## src/core/ucg_pkg.sv

```systemverilog
package ucg_pkg;

    // Baud divisor width and reset value
    localparam int          DIV_W         = 12;
    localparam logic [11:0] DIV_RST       = 12'h000;
    // Last sample index: 16, 8 or 2 samples
    localparam logic [3:0]  OVS_NORM_LAST = 4'hF;
    localparam logic [3:0]  OVS_DBL_LAST  = 4'h7;
    localparam logic [3:0]  OVS_SYNC_LAST = 4'h1;
    // Centre sample in each async rate
    localparam logic [3:0]  MID_NORM      = 4'h8;
    localparam logic [3:0]  MID_DBL       = 4'h4;
    // Idle line level and buffer reset state
    localparam logic        TXD_IDLE      = 1'b1;
    localparam logic        TXBUF_EMPTY   = 1'b1;
    localparam logic        RXD_IDLE      = 1'b1;
    // Parity mode field: bit 1 enables, bit 0 picks odd
    localparam int          PM_EN_BIT     = 1;
    localparam int          PM_ODD_BIT    = 0;
    // Character size code for nine data bits
    localparam logic [2:0]  CS_NINE       = 3'h7;
    localparam logic [3:0]  LEN_NINE      = 4'h9;
    localparam logic [3:0]  LEN_BASE      = 4'h5;
    // Receive entry: frame err, parity err, data
    localparam int          RXE_W         = 11;

    // Transmit frame sequence
    typedef enum logic [2:0] {
        TX_IDLE, TX_START, TX_DATA, TX_PAR, TX_STOP1, TX_STOP2
    } ucg_tx_st_t;

    // Receive frame sequence
    typedef enum logic [2:0] {
        RX_IDLE, RX_START, RX_DATA, RX_PAR, RX_STOP
    } ucg_rx_st_t;

    // Data bits from the size code
    function automatic logic [3:0] ucg_char_len(input logic [2:0] sz);
        if (sz == CS_NINE) begin
            return LEN_NINE;
        end
        return LEN_BASE + {2'h0, sz[1:0]};
    endfunction : ucg_char_len

    // Parity over len bits, inverted when odd
    function automatic logic ucg_par(input logic [8:0] d,
                                     input logic [3:0] len,
                                     input logic       odd);
        logic p;
        p = odd;
        for (int i = 0; i < 9; i++) begin
            if (i < int'(len)) begin
                p = p ^ d[i];
            end
        end
        return p;
    endfunction : ucg_par

endpackage : ucg_pkg

```

## src/core/ucg_sync3.sv

```systemverilog
`timescale 1ns/1ps
module ucg_sync3 #(
    parameter logic RESET_LEVEL = 1'b0
) (
    // Clock and reset
    input  wire logic mclk,
    input  wire logic arst_n,
    // Pin side and clean level
    input  wire logic async_in,
    output logic      level_out
);
    import ucg_pkg::*;

    // Three stages and the accepted level
    typedef struct packed {
        logic s1;
        logic s2;
        logic s3;
        logic q;
    } ucg_sync_t;

    ucg_sync_t r;  // Registered state
    ucg_sync_t n;  // Next state

    // Accept a level once stages two and three agree
    always_comb begin
        n    = r;
        n.s1 = async_in;
        n.s2 = r.s1;
        n.s3 = r.s2;
        // One-cycle glitches never pass
        if (r.s2 == r.s3) begin
            n.q = r.s3;
        end
    end

    // State register
    always_ff @(posedge mclk or negedge arst_n) begin
        if (!arst_n) begin
            r <= {4{RESET_LEVEL}};
        end else begin
            r <= n;
        end
    end

    assign level_out = r.q;

endmodule : ucg_sync3

```

## src/core/ucg_rxbuf.sv

```systemverilog
`timescale 1ns/1ps
module ucg_rxbuf (
    // Clock and reset
    input  wire logic                      mclk,
    input  wire logic                      arst_n,
    // Write side
    input  wire logic                      push,
    input  wire logic [ucg_pkg::RXE_W-1:0] push_data,
    output logic                           full,
    // Read side; head is registered
    input  wire logic                      pop,
    output logic                           valid,
    output logic [ucg_pkg::RXE_W-1:0]      head
);
    import ucg_pkg::*;

    // Two entries, entry zero oldest
    typedef struct packed {
        logic [RXE_W-1:0] e0;
        logic [RXE_W-1:0] e1;
        logic [1:0]       cnt;
        logic             valid;
        logic             full;
    } ucg_rxb_t;

    ucg_rxb_t r;  // Registered state
    ucg_rxb_t n;  // Next state

    // Pop first: push and pop on full both land
    always_comb begin
        n = r;
        if (pop && r.cnt != 2'h0) begin
            n.e0  = r.e1;
            n.cnt = r.cnt - 2'h1;
        end
        if (push && n.cnt != 2'h2) begin
            if (n.cnt == 2'h0) begin
                n.e0 = push_data;
            end else begin
                n.e1 = push_data;
            end
            n.cnt = n.cnt + 2'h1;
        end
        n.valid = (n.cnt != 2'h0);
        n.full  = (n.cnt == 2'h2);
    end

    // State register
    always_ff @(posedge mclk or negedge arst_n) begin
        if (!arst_n) begin
            r <= '0;
        end else begin
            r <= n;
        end
    end

    assign full  = r.full;
    assign valid = r.valid;
    assign head  = r.e0;

endmodule : ucg_rxbuf

```

## src/core/ucg_top.sv

```systemverilog
// How it works
// Four clock modes.
// Mode bit picks async or sync.
// Double speed only in async.
// Pin direction picks master or slave.
// Clock pin idle in async.
// Slave clock synchronised first.
// Generator idle in slave mode.
// Count down; reload at zero, low write.
// Tick at zero, every divisor+1 clocks.
// Transmitter divides ticks by 16, 8 or 2.
// Receiver uses 16 or 8 sample states in async; sync takes one sample per clock, on the sample edge only.
// Twelve-bit divisor from two bytes.
// Write buffer gives gapless frames.
// Two-entry receive buffer.
// Flag framing, overrun and parity errors.
// Three request flags.
// Five to nine data bits, one or two stops.
// Generate and check odd or even parity.
// Filter noise; reject short start bits.
// Power reduction must be clear.
// Slave clock below quarter system clock.
// Polarity picks change and sample edges.
// High byte write waits for next reload.
`timescale 1ns/1ps
module ucg_top (
    // Clock and reset
    input  wire logic       mclk,
    input  wire logic       arst_n,
    // Mode and frame configuration
    input  wire logic       sync_mode_select,
    input  wire logic       double_speed_bit,
    input  wire logic       transfer_clock_pin_direction,
    input  wire logic       sync_clock_polarity,
    input  wire logic       serial_power_reduction,
    input  wire logic [2:0] char_size,
    input  wire logic [1:0] parity_mode,
    input  wire logic       stop_two,
    input  wire logic       tx_enable,
    input  wire logic       rx_enable,
    // Baud divisor bytes
    input  wire logic       baud_divisor_low_wr,
    input  wire logic       baud_divisor_high_wr,
    input  wire logic [7:0] divisor_wdata,
    // Transmit data
    input  wire logic       tx_data_wr,
    input  wire logic [8:0] tx_data,
    input  wire logic       tx_complete_clr,
    // Receive data
    input  wire logic       rx_data_rd,
    output logic [8:0]      rx_data,
    output logic            rx_frame_err,
    output logic            rx_parity_err,
    output logic            rx_overrun,
    // Request levels
    output logic            rx_complete,
    output logic            tx_data_empty,
    output logic            tx_complete,
    // Serial pins
    output logic            txd,
    input  wire logic       rxd,
    input  wire logic       xck_in,
    output logic            xck_out,
    output logic            xck_oe
);
    import ucg_pkg::*;

    // Whole block state
    typedef struct packed {
        logic [DIV_W-1:0] div;     // Divisor value
        logic [DIV_W-1:0] cnt;     // Down-counter
        logic             tick;    // Generator output pulse
        logic             xck;     // Master clock level
        logic             xck_oe;  // Clock pin drive
        logic             xprev;   // Last slave clock level
        logic [3:0]       txpre;   // Transmit prescaler
        ucg_tx_st_t       txs;     // Transmit state
        logic [8:0]       txsh;    // Transmit shifter
        logic [3:0]       txn;     // Bits sent
        logic             txpar;   // Parity to send
        logic [8:0]       txbuf;   // Write buffer
        logic             txempty; // Write buffer empty
        logic             txd;     // Line level
        logic             txc;     // Transmission complete
        ucg_rx_st_t       rxs;     // Receive state
        logic [3:0]       rxsamp;  // Sample index in bit
        logic [1:0]       vote;    // Earlier centre samples
        logic [8:0]       rxsh;    // Receive shifter
        logic [3:0]       rxn;     // Bits taken
        logic             rxpe;    // Parity mismatch seen
        logic             ovr;     // Overrun flag
    } ucg_state_t;

    ucg_state_t r;  // Registered state
    ucg_state_t n;  // Next state

    // Clean pin levels
    logic rxd_s;    // Filtered receive line
    logic xck_s;    // Synchronised slave clock

    // Mode decode
    logic       master;    // Synchronous, internal clock
    logic       slave;     // Synchronous, external clock
    logic       brg_run;   // Baud generator active
    logic       tx_en;     // Transmitter usable
    logic       rx_en;     // Receiver usable
    logic [3:0] txlast;    // Prescaler wrap value
    logic [3:0] ovs_last;  // Receive sample wrap value
    logic [3:0] mid;       // Centre sample
    logic [3:0] len;       // Data bits per character
    logic       pen;       // Parity enabled
    logic       podd;      // Odd parity

    // Clock edges and bit events
    logic xrise;      // Transfer clock rising
    logic xfall;      // Transfer clock falling
    logic change_ev;  // Edge on which data changes
    logic sample_ev;  // Edge on which data is sampled
    logic tx_tick;    // Transmit bit clock
    logic rx_ev;      // One receive bit decided
    logic rx_val;     // Its value
    logic rx_push;    // Character complete

    // Receive buffer link
    logic                 rxb_full;
    logic [RXE_W-1:0]     rxb_head;
    logic                 rxb_valid;

    // receive filter
    ucg_sync3 #(
        .RESET_LEVEL (RXD_IDLE)
    ) u_rxd_sync (
        .mclk      (mclk),
        .arst_n    (arst_n),
        .async_in  (rxd),
        .level_out (rxd_s)
    );

    // slave clock synchroniser
    ucg_sync3 #(
        .RESET_LEVEL (1'b0)
    ) u_xck_sync (
        .mclk      (mclk),
        .arst_n    (arst_n),
        .async_in  (xck_in),
        .level_out (xck_s)
    );

    // two-entry receive buffer
    ucg_rxbuf u_rxbuf (
        .mclk      (mclk),
        .arst_n    (arst_n),
        .push      (rx_push),
        .push_data ({!rx_val, r.rxpe, r.rxsh}),
        .full      (rxb_full),
        .pop       (rx_data_rd),
        .valid     (rxb_valid),
        .head      (rxb_head)
    );

    // mode decode
    assign master  = sync_mode_select && transfer_clock_pin_direction;
    assign slave   = sync_mode_select && !transfer_clock_pin_direction;
    // power reduction stops tx and rx
    assign tx_en   = tx_enable && !serial_power_reduction;
    assign rx_en   = rx_enable && !serial_power_reduction;
    // generator idle in slave mode
    assign brg_run = !serial_power_reduction && !slave;

    // double speed only in async
    assign txlast   = double_speed_bit ? OVS_DBL_LAST : OVS_NORM_LAST;
    assign mid      = double_speed_bit ? MID_DBL : MID_NORM;
    // receiver sample states: 16, 8 or 2
    assign ovs_last = sync_mode_select ? OVS_SYNC_LAST : txlast;

    // frame format
    assign len  = ucg_char_len(char_size);
    assign pen  = parity_mode[PM_EN_BIT];
    assign podd = parity_mode[PM_ODD_BIT];

    // Transfer clock edges, master or slave
    always_comb begin
        if (master) begin
            xrise = r.tick && !r.xck;
            xfall = r.tick && r.xck;
        end else begin
            xrise = slave && xck_s && !r.xprev;
            xfall = slave && !xck_s && r.xprev;
        end
    end

    // polarity selects change and sample edge
    assign change_ev = sync_clock_polarity ? xfall : xrise;
    assign sample_ev = sync_clock_polarity ? xrise : xfall;

    // bit clock: prescaler wrap or clock edge
    assign tx_tick = sync_mode_select ? change_ev
                                      : (r.tick && r.txpre == txlast);

    // majority of three centre samples in async; one sample in sync
    always_comb begin
        if (sync_mode_select) begin
            rx_ev  = sample_ev && rx_en;
            rx_val = rxd_s;
        end else begin
            rx_ev  = r.tick && rx_en && r.rxs != RX_IDLE
                     && r.rxsamp == mid + 4'h1;
            rx_val = (r.vote[1] & r.vote[0]) | (r.vote[1] & rxd_s)
                     | (r.vote[0] & rxd_s);
        end
    end

    // Character ends on its first stop bit
    assign rx_push = rx_ev && r.rxs == RX_STOP;

    // Next-state logic
    always_comb begin
        logic tx_load;  // Move write buffer into shifter
        logic tx_done;  // Last stop bit finished
        tx_load = 1'b0;
        tx_done = 1'b0;
        n       = r;
        n.tick  = 1'b0;

        // down-counter; tick and reload on zero
        if (brg_run) begin
            if (r.cnt == '0) begin
                n.cnt  = r.div;
                n.tick = 1'b1;
            end else begin
                n.cnt = r.cnt - 12'h001;
            end
        end
        // high byte stored, no reload
        if (baud_divisor_high_wr) begin
            n.div[DIV_W-1:8] = divisor_wdata[3:0];
        end
        // low byte write reloads counter
        if (baud_divisor_low_wr) begin
            n.div[7:0] = divisor_wdata;
            n.cnt      = {r.div[DIV_W-1:8], divisor_wdata};
        end

        // clock pin driven only in master mode
        n.xck_oe = master;
        n.xprev  = xck_s;
        if (!master) begin
            n.xck = 1'b0;
        end else if (r.tick) begin
            n.xck = !r.xck;
        end

        // asynchronous transmit prescaler
        if (sync_mode_select) begin
            n.txpre = 4'h0;
        end else if (r.tick) begin
            n.txpre = (r.txpre == txlast) ? 4'h0 : r.txpre + 4'h1;
        end

        // write buffer takes data only while empty
        if (tx_data_wr && r.txempty) begin
            n.txbuf   = tx_data;
            n.txempty = 1'b0;
        end

        // Transmit frame walk
        if (!tx_en) begin
            n.txs = TX_IDLE;
            n.txd = TXD_IDLE;
        end else if (tx_tick) begin
            unique case (r.txs)
                TX_IDLE: begin
                    tx_load = !r.txempty;
                end
                TX_START: begin
                    n.txd  = r.txsh[0];
                    n.txsh = r.txsh >> 1;
                    n.txn  = 4'h1;
                    n.txs  = TX_DATA;
                end
                // data count from the size code
                TX_DATA: begin
                    if (r.txn == len) begin
                        n.txd = pen ? r.txpar : TXD_IDLE;
                        n.txs = pen ? TX_PAR : TX_STOP1;
                    end else begin
                        n.txd  = r.txsh[0];
                        n.txsh = r.txsh >> 1;
                        n.txn  = r.txn + 4'h1;
                    end
                end
                TX_PAR: begin
                    n.txd = TXD_IDLE;
                    n.txs = TX_STOP1;
                end
                // one or two stop bits
                TX_STOP1: begin
                    if (stop_two) begin
                        n.txs = TX_STOP2;
                    end else begin
                        tx_done = 1'b1;
                    end
                end
                TX_STOP2: begin
                    tx_done = 1'b1;
                end
            endcase
        end

        // waiting character follows with no gap
        if (tx_done) begin
            tx_load = !r.txempty;
            n.txs   = TX_IDLE;
        end
        if (tx_load) begin
            n.txsh    = r.txbuf;
            // parity computed at load
            n.txpar   = ucg_par(r.txbuf, len, podd);
            n.txempty = TXBUF_EMPTY;
            n.txd     = 1'b0;
            n.txs     = TX_START;
        end

        // complete flag; set beats clear
        n.txc = (r.txc && !tx_complete_clr) || (tx_done && !tx_load);

        // async start detect, sample count
        if (!rx_en) begin
            n.rxs = RX_IDLE;
        end else if (!sync_mode_select && r.tick) begin
            if (r.rxs == RX_IDLE) begin
                if (!rxd_s) begin
                    n.rxs    = RX_START;
                    n.rxsamp = 4'h1;
                end
            end else begin
                n.rxsamp = (r.rxsamp == ovs_last) ? 4'h0
                                                  : r.rxsamp + 4'h1;
                if (r.rxsamp == mid - 4'h1 || r.rxsamp == mid) begin
                    n.vote = {r.vote[0], rxd_s};
                end
            end
        end

        // Receive frame walk
        if (rx_ev) begin
            unique case (r.rxs)
                // Sync start bit on a sample edge
                RX_IDLE: begin
                    if (!rx_val) begin
                        n.rxs  = RX_DATA;
                        n.rxn  = 4'h0;
                        n.rxsh = '0;
                        n.rxpe = 1'b0;
                    end
                end
                // start bit gone high again is false
                RX_START: begin
                    n.rxs  = rx_val ? RX_IDLE : RX_DATA;
                    n.rxn  = 4'h0;
                    n.rxsh = '0;
                    n.rxpe = 1'b0;
                end
                RX_DATA: begin
                    n.rxsh[r.rxn] = rx_val;
                    n.rxn         = r.rxn + 4'h1;
                    if (r.rxn == len - 4'h1) begin
                        n.rxs = pen ? RX_PAR : RX_STOP;
                    end
                end
                // parity checked against the data
                RX_PAR: begin
                    n.rxpe = rx_val != ucg_par(r.rxsh, len, podd);
                    n.rxs  = RX_STOP;
                end
                // framing error kept with data
                RX_STOP: begin
                    n.rxs = RX_IDLE;
                end
            endcase
        end

        // overrun when full; read beats set
        n.ovr = (r.ovr && !rx_data_rd)
                || (rx_push && rxb_full && !rx_data_rd);
    end

    // State register
    always_ff @(posedge mclk or negedge arst_n) begin
        if (!arst_n) begin
            r         <= '0;
            r.div     <= DIV_RST;
            r.txd     <= TXD_IDLE;
            r.txempty <= TXBUF_EMPTY;
        end else begin
            r <= n;
        end
    end

    // Outputs straight from registers
    assign txd           = r.txd;
    assign xck_out       = r.xck;
    assign xck_oe        = r.xck_oe;
    assign tx_data_empty = r.txempty;
    assign tx_complete   = r.txc;
    assign rx_overrun    = r.ovr;
    // receive complete while buffer not empty
    assign rx_complete   = rxb_valid;
    assign rx_data       = rxb_head[8:0];
    assign rx_parity_err = rxb_head[9];
    assign rx_frame_err  = rxb_head[10];

endmodule : ucg_top

```

## config.mk

```make
export PLATFORM = sky130hd
export DESIGN_NAME = ucg_top
export DESIGN_NICKNAME = d
export VERILOG_FILES = /design/src/core/ucg_pkg.sv /design/src/core/ucg_sync3.sv /design/src/core/ucg_rxbuf.sv /design/src/core/ucg_top.sv
export SDC_FILE = /design/constraint.sdc
export NUM_CORES = 1
export LEC_CHECK = 0
export BUFFER_PORTS_ARGS = -buffer_cell sky130_fd_sc_hd__buf_2
export CAP_MARGIN = 10
export CELL_PAD_IN_SITES_DETAIL_PLACEMENT = 2
export CELL_PAD_IN_SITES_GLOBAL_PLACEMENT = 2
export CORE_MARGIN = 8
export CORE_UTILIZATION = 42
export DETAILED_ROUTE_END_ITERATION = 8
export PLACE_DENSITY = 0.82
export SETUP_SLACK_MARGIN = 0.2
export SLEW_MARGIN = 20
export SYNTH_ARGS = -nofsm -noshare
export SYNTH_HDL_FRONTEND = slang
export SYNTH_HIERARCHICAL = 1
export SYNTH_SLANG_ARGS = --single-unit
```

## constraint.sdc

```tcl
create_clock -name mclk -period 4.9 [get_ports mclk]
set_clock_uncertainty 0.1 [all_clocks]
set_input_delay 0.98 -clock mclk [delete_from_list [all_inputs] [get_ports mclk]]
set_output_delay 0.98 -clock mclk [all_outputs]
set_load 0.01 [all_outputs]
```

==> results.yml <==
critical_path:
  crit_chain: "inv_1, ha_1, or2b_1, nor2_1, a21oi_1, inv_1, ha_1, and2b_1, and2_1, o21ai_0"
  worstPathArrival_ns: 3.90
  required_ns: 5.06
  crit_fanout: 22
  max_stage_delay_ns: 0.71
  critPathKind: "reg -> reg"
  path_buf_inv: 2
  critical_path.startpoint_type: "flip-flop"
  worst_path_max_delay_cell: "or2b_1"
  end_kind: "flip-flop"
  cpLargestDelayFamily: "simple AND/OR/NAND/NOR gates"
die:
  initial_core_util_pct: 43.08
  io_pins: 57
  dieArea_mm2: 0.02070
  die_h_um: 143.9
  rows: 46
  core_mm2: 0.01594
  die_x_um: 143.9
synthesis:
  synth_top_area_share_pct: 41.17
  synthMuxAreaShare_pct: 9.310
  synth_xor_area_share_pct: 4.937
  synth-adder-area-share_pct: 3.972
  synth_top_area_cell: "dfrtp_1"
  yosysWarnings: 6
  synth_top_flop_cell: "dfrtp_1"
  ys_seq_area_share_pct: 43.47
  synth_nets: 744
  syn_inst: 685
  ys_async_sr_fraction_pct: 100.0
  synth_edf_count: 0
  synth_compound_area_share_pct: 16.31
  syn-cell-area_mm2: 0.006868
  ys_top_cells_by_area: "dfrtp_1 41%, o21ai_0 4.2%, mux2_2 3.8%"
  synth-simple-area-share_pct: 15.78
  avgSynthCellArea_um2: 10.03
  ys_ff_latch: 119
  synth_cell_type_count: 78
  synth_top_family_by_area: "compound AO/OA/AOI/OAI gates"
cells_and_area:
  seqCellArea_mm2: 0.002985
  drive_above_1_share_pct: 21.74
  final_area_mm2: 0.007687
  final_cells: 952
  diodes: 0
  fill_cells: 1684
  nets: 784
  multiInputGateArea_mm2: 0.003455
  syn2layout_area_growth_pct: 11.93
timing:
  rsz0062_at_grt: "no"
  whs_ns: 0.2580
  achievable-frequency_mhz: 267.5
  fin_crit_sh_pct: 76.30
  finalMaxSlewViolations: 0
  fin_tns_setup_ns: 0
  hold_violations: 0
  final.min_clock_period_ns: 3.739
  tightest_slew_ns: 0.8797
  slew_headroom_pct: 41.35
  finalSetupViolCount: 0
routing:
  drc: 0
  ant_nets: 0
  drt_iter0_drc: 216
  viasPerCell: 5.648
  firstDrtPassIters: 4
  wl_per_cell_um: 21.62
  num_vias: 5377
  routed_wl_mm: 20.58
grt:
  grt_overflow_total: 0
  grt_pass1_wl_mm: 34.11
  antenna_found_initial: 0
  gr-usage-all-layers_pct: 21.39
  grt_max_degree: 61
  grt_pass1_vias: 6356
clock_network:
  clock-sinks: 119
  cts_tree: "built"
  clk_latency_ns: 0.43
  ctsHoldBuffers: 0
  cts_buffer_depth: 2
  post_cts_buffers: 0
  clkTransAtPathRegs_ns: 0.06
  h-tree-depth: 4
  numCtsBuffers: 17
  cts_resized: 0
  cts_root_buffer: "clkbuf_16"
pwr:
  p_total_w: 0.002952
  p_leak_nw: 3.438
  vdd.ir_drop.worst_mv: 0.2590
  p_per_area_mw_per_mm2: 384.0
place:
  portBuffers: 56
  placedCellCount: 922
  place_congestion: 0.7967
  hpwl_mm: 14.19
  place_area_mm2: 0.007158
min_path:
  hp-class: "reg -> reg"
outcome:
  status: "finished clean"
flow_run:
  drv_cap: 0
[registers in the layout, summed over array words and instances, names as in the netlist]
name and flops:
u_rxbuf/full 1, u_rxd_sync/level_out 1, u_rxbuf/head 11, u_rxbuf/valid 1
txd 1, xck_oe 1, u_rxd_sync/r 1, u_xck_sync/n 2
u_rxbuf/r 13, u_rxd_sync/n 2, tx_complete 1, xck_out 1
r 79, tx_data_empty 1, u_xck_sync/r 1, rx_overrun 1
u_xck_sync/level_out 1
[worst register-to-register path, delay by kind of cell, from the launching register on]
kind	cells	cell delay, ns
AND/OR/NAND/NOR	4	1.76
flip-flops	1	0.44
buffers and inverters	2	0.26
adder cells (fa/ha/maj)	2	0.47
AO/OA/AOI/OAI	2	0.54
[layout by cell type (no fill, tap or decap), drive strengths merged, types with 7 or more instances in the layout]
| cell type | synthesis | routed |
|---|---|---|
| a21oi | 46 | 46 |
| ha | 20 | 20 |
| nand2b | 12 | 12 |
| o21ai | 69 | 69 |
| a211oi | 7 | 7 |
| xor2 | 15 | 15 |
| mux2 | 33 | 33 |
| mux2i | 23 | 23 |
| nand3 | 23 | 23 |
| inv | 38 | 38 |
| o31ai | 12 | 12 |
| nor2b | 14 | 14 |
| dfrtp | 113 | 113 |
| nand2 | 47 | 47 |
| xnor2 | 19 | 19 |
| clkbuf | 8 | 20 |
| buf | 28 | 59 |
| nor3 | 11 | 11 |
| nor2 | 49 | 49 |
[through the flow]
stage          setup slack, ns  utilization, %
3_3_place_gp             1.339           44.90
5_1_grt                 0.9187           48.22
2_1_floorplan            1.892               -
3_5_place_dp            0.9871           44.90
6_report                 1.161           48.22
4_1_cts                  1.136           48.22
[Yosys cell counts, drive strengths merged (6+ instances only)]
library cell / n
mux2: 33
or2: 6
nor2: 49
xnor2: 19
a211oi: 7
a21oi: 46
nor3: 11
o31ai: 12
xor2: 15
nand2b: 12
o21ai: 69
clkbuf: 8
nand3: 23
nor2b: 14
mux2i: 23
ha: 20
nand2: 47
buf: 28
dfrtp: 113
inv: 38
dfstp: 6
[path summary, 6_finish.rpt]
path / startpoint / cells after the start / end / slack, ns
max: u_rxbuf/r[2] / 10 / u_rxbuf/head[2] / 1.16
max in group asynchronous: arst_n / 2 / tx_data_empty / 3.19
min in group asynchronous: arst_n / 1 / u_rxbuf/r[11] / 0.53
min reg2reg: u_rxd_sync/n[2] / 0 / u_rxd_sync/n[1] / 0.26
max reg2reg: u_rxbuf/r[2] / 10 / u_rxbuf/head[2] / 1.16
min: u_rxd_sync/n[2] / 0 / u_rxd_sync/n[1] / 0.26
[final cells by class]
class | count | area share (%)
Clock buffer | 20 | 5.811
Clock inverter | 10 | 1.074
Inverter | 38 | 1.855
Multi-Input combinational cell | 490 | 44.94
Sequential cell | 119 | 38.83
Tap cell | 216 | 3.516
Timing Repair Buffer | 59 | 3.971
[cells by family (layout without fill, tap and decap cells)]
| family | Yosys count | after routing |
|---|---|---|
| and+or+nand+nor | 203 | 203 |
| AOI/OAI and AO/OA | 174 | 174 |
| DFF | 119 | 119 |
| buffers and inverters | 76 | 127 |
| muxes | 56 | 56 |
| xor gates and xnor gates | 35 | 35 |
| adders and majority gates | 22 | 22 |
[per-layer routing]
metal | vias up | GRT usage, % | share of wire (%)
met1 | 2748 | 23.32 | 40
met4 | 0 | 10.63 | 3.1
li1 | 2478 | - | -
met3 | 48 | 4.711 | 3.0
met5 | - | 0 | 0
met2 | 103 | 38.39 | 53
[power breakdown]
group | internal (W) | total [W] | switching [W]
clock | 0.000697 | 0.00116 | 0.000463
combinational | 0.000255 | 0.000596 | 0.000341
sequential | 0.00109 | 0.00120 | 0.000105
total | 0.00204 | 0.00295 | 0.000910
Note: power is estimated with default switching activity, not from simulation.
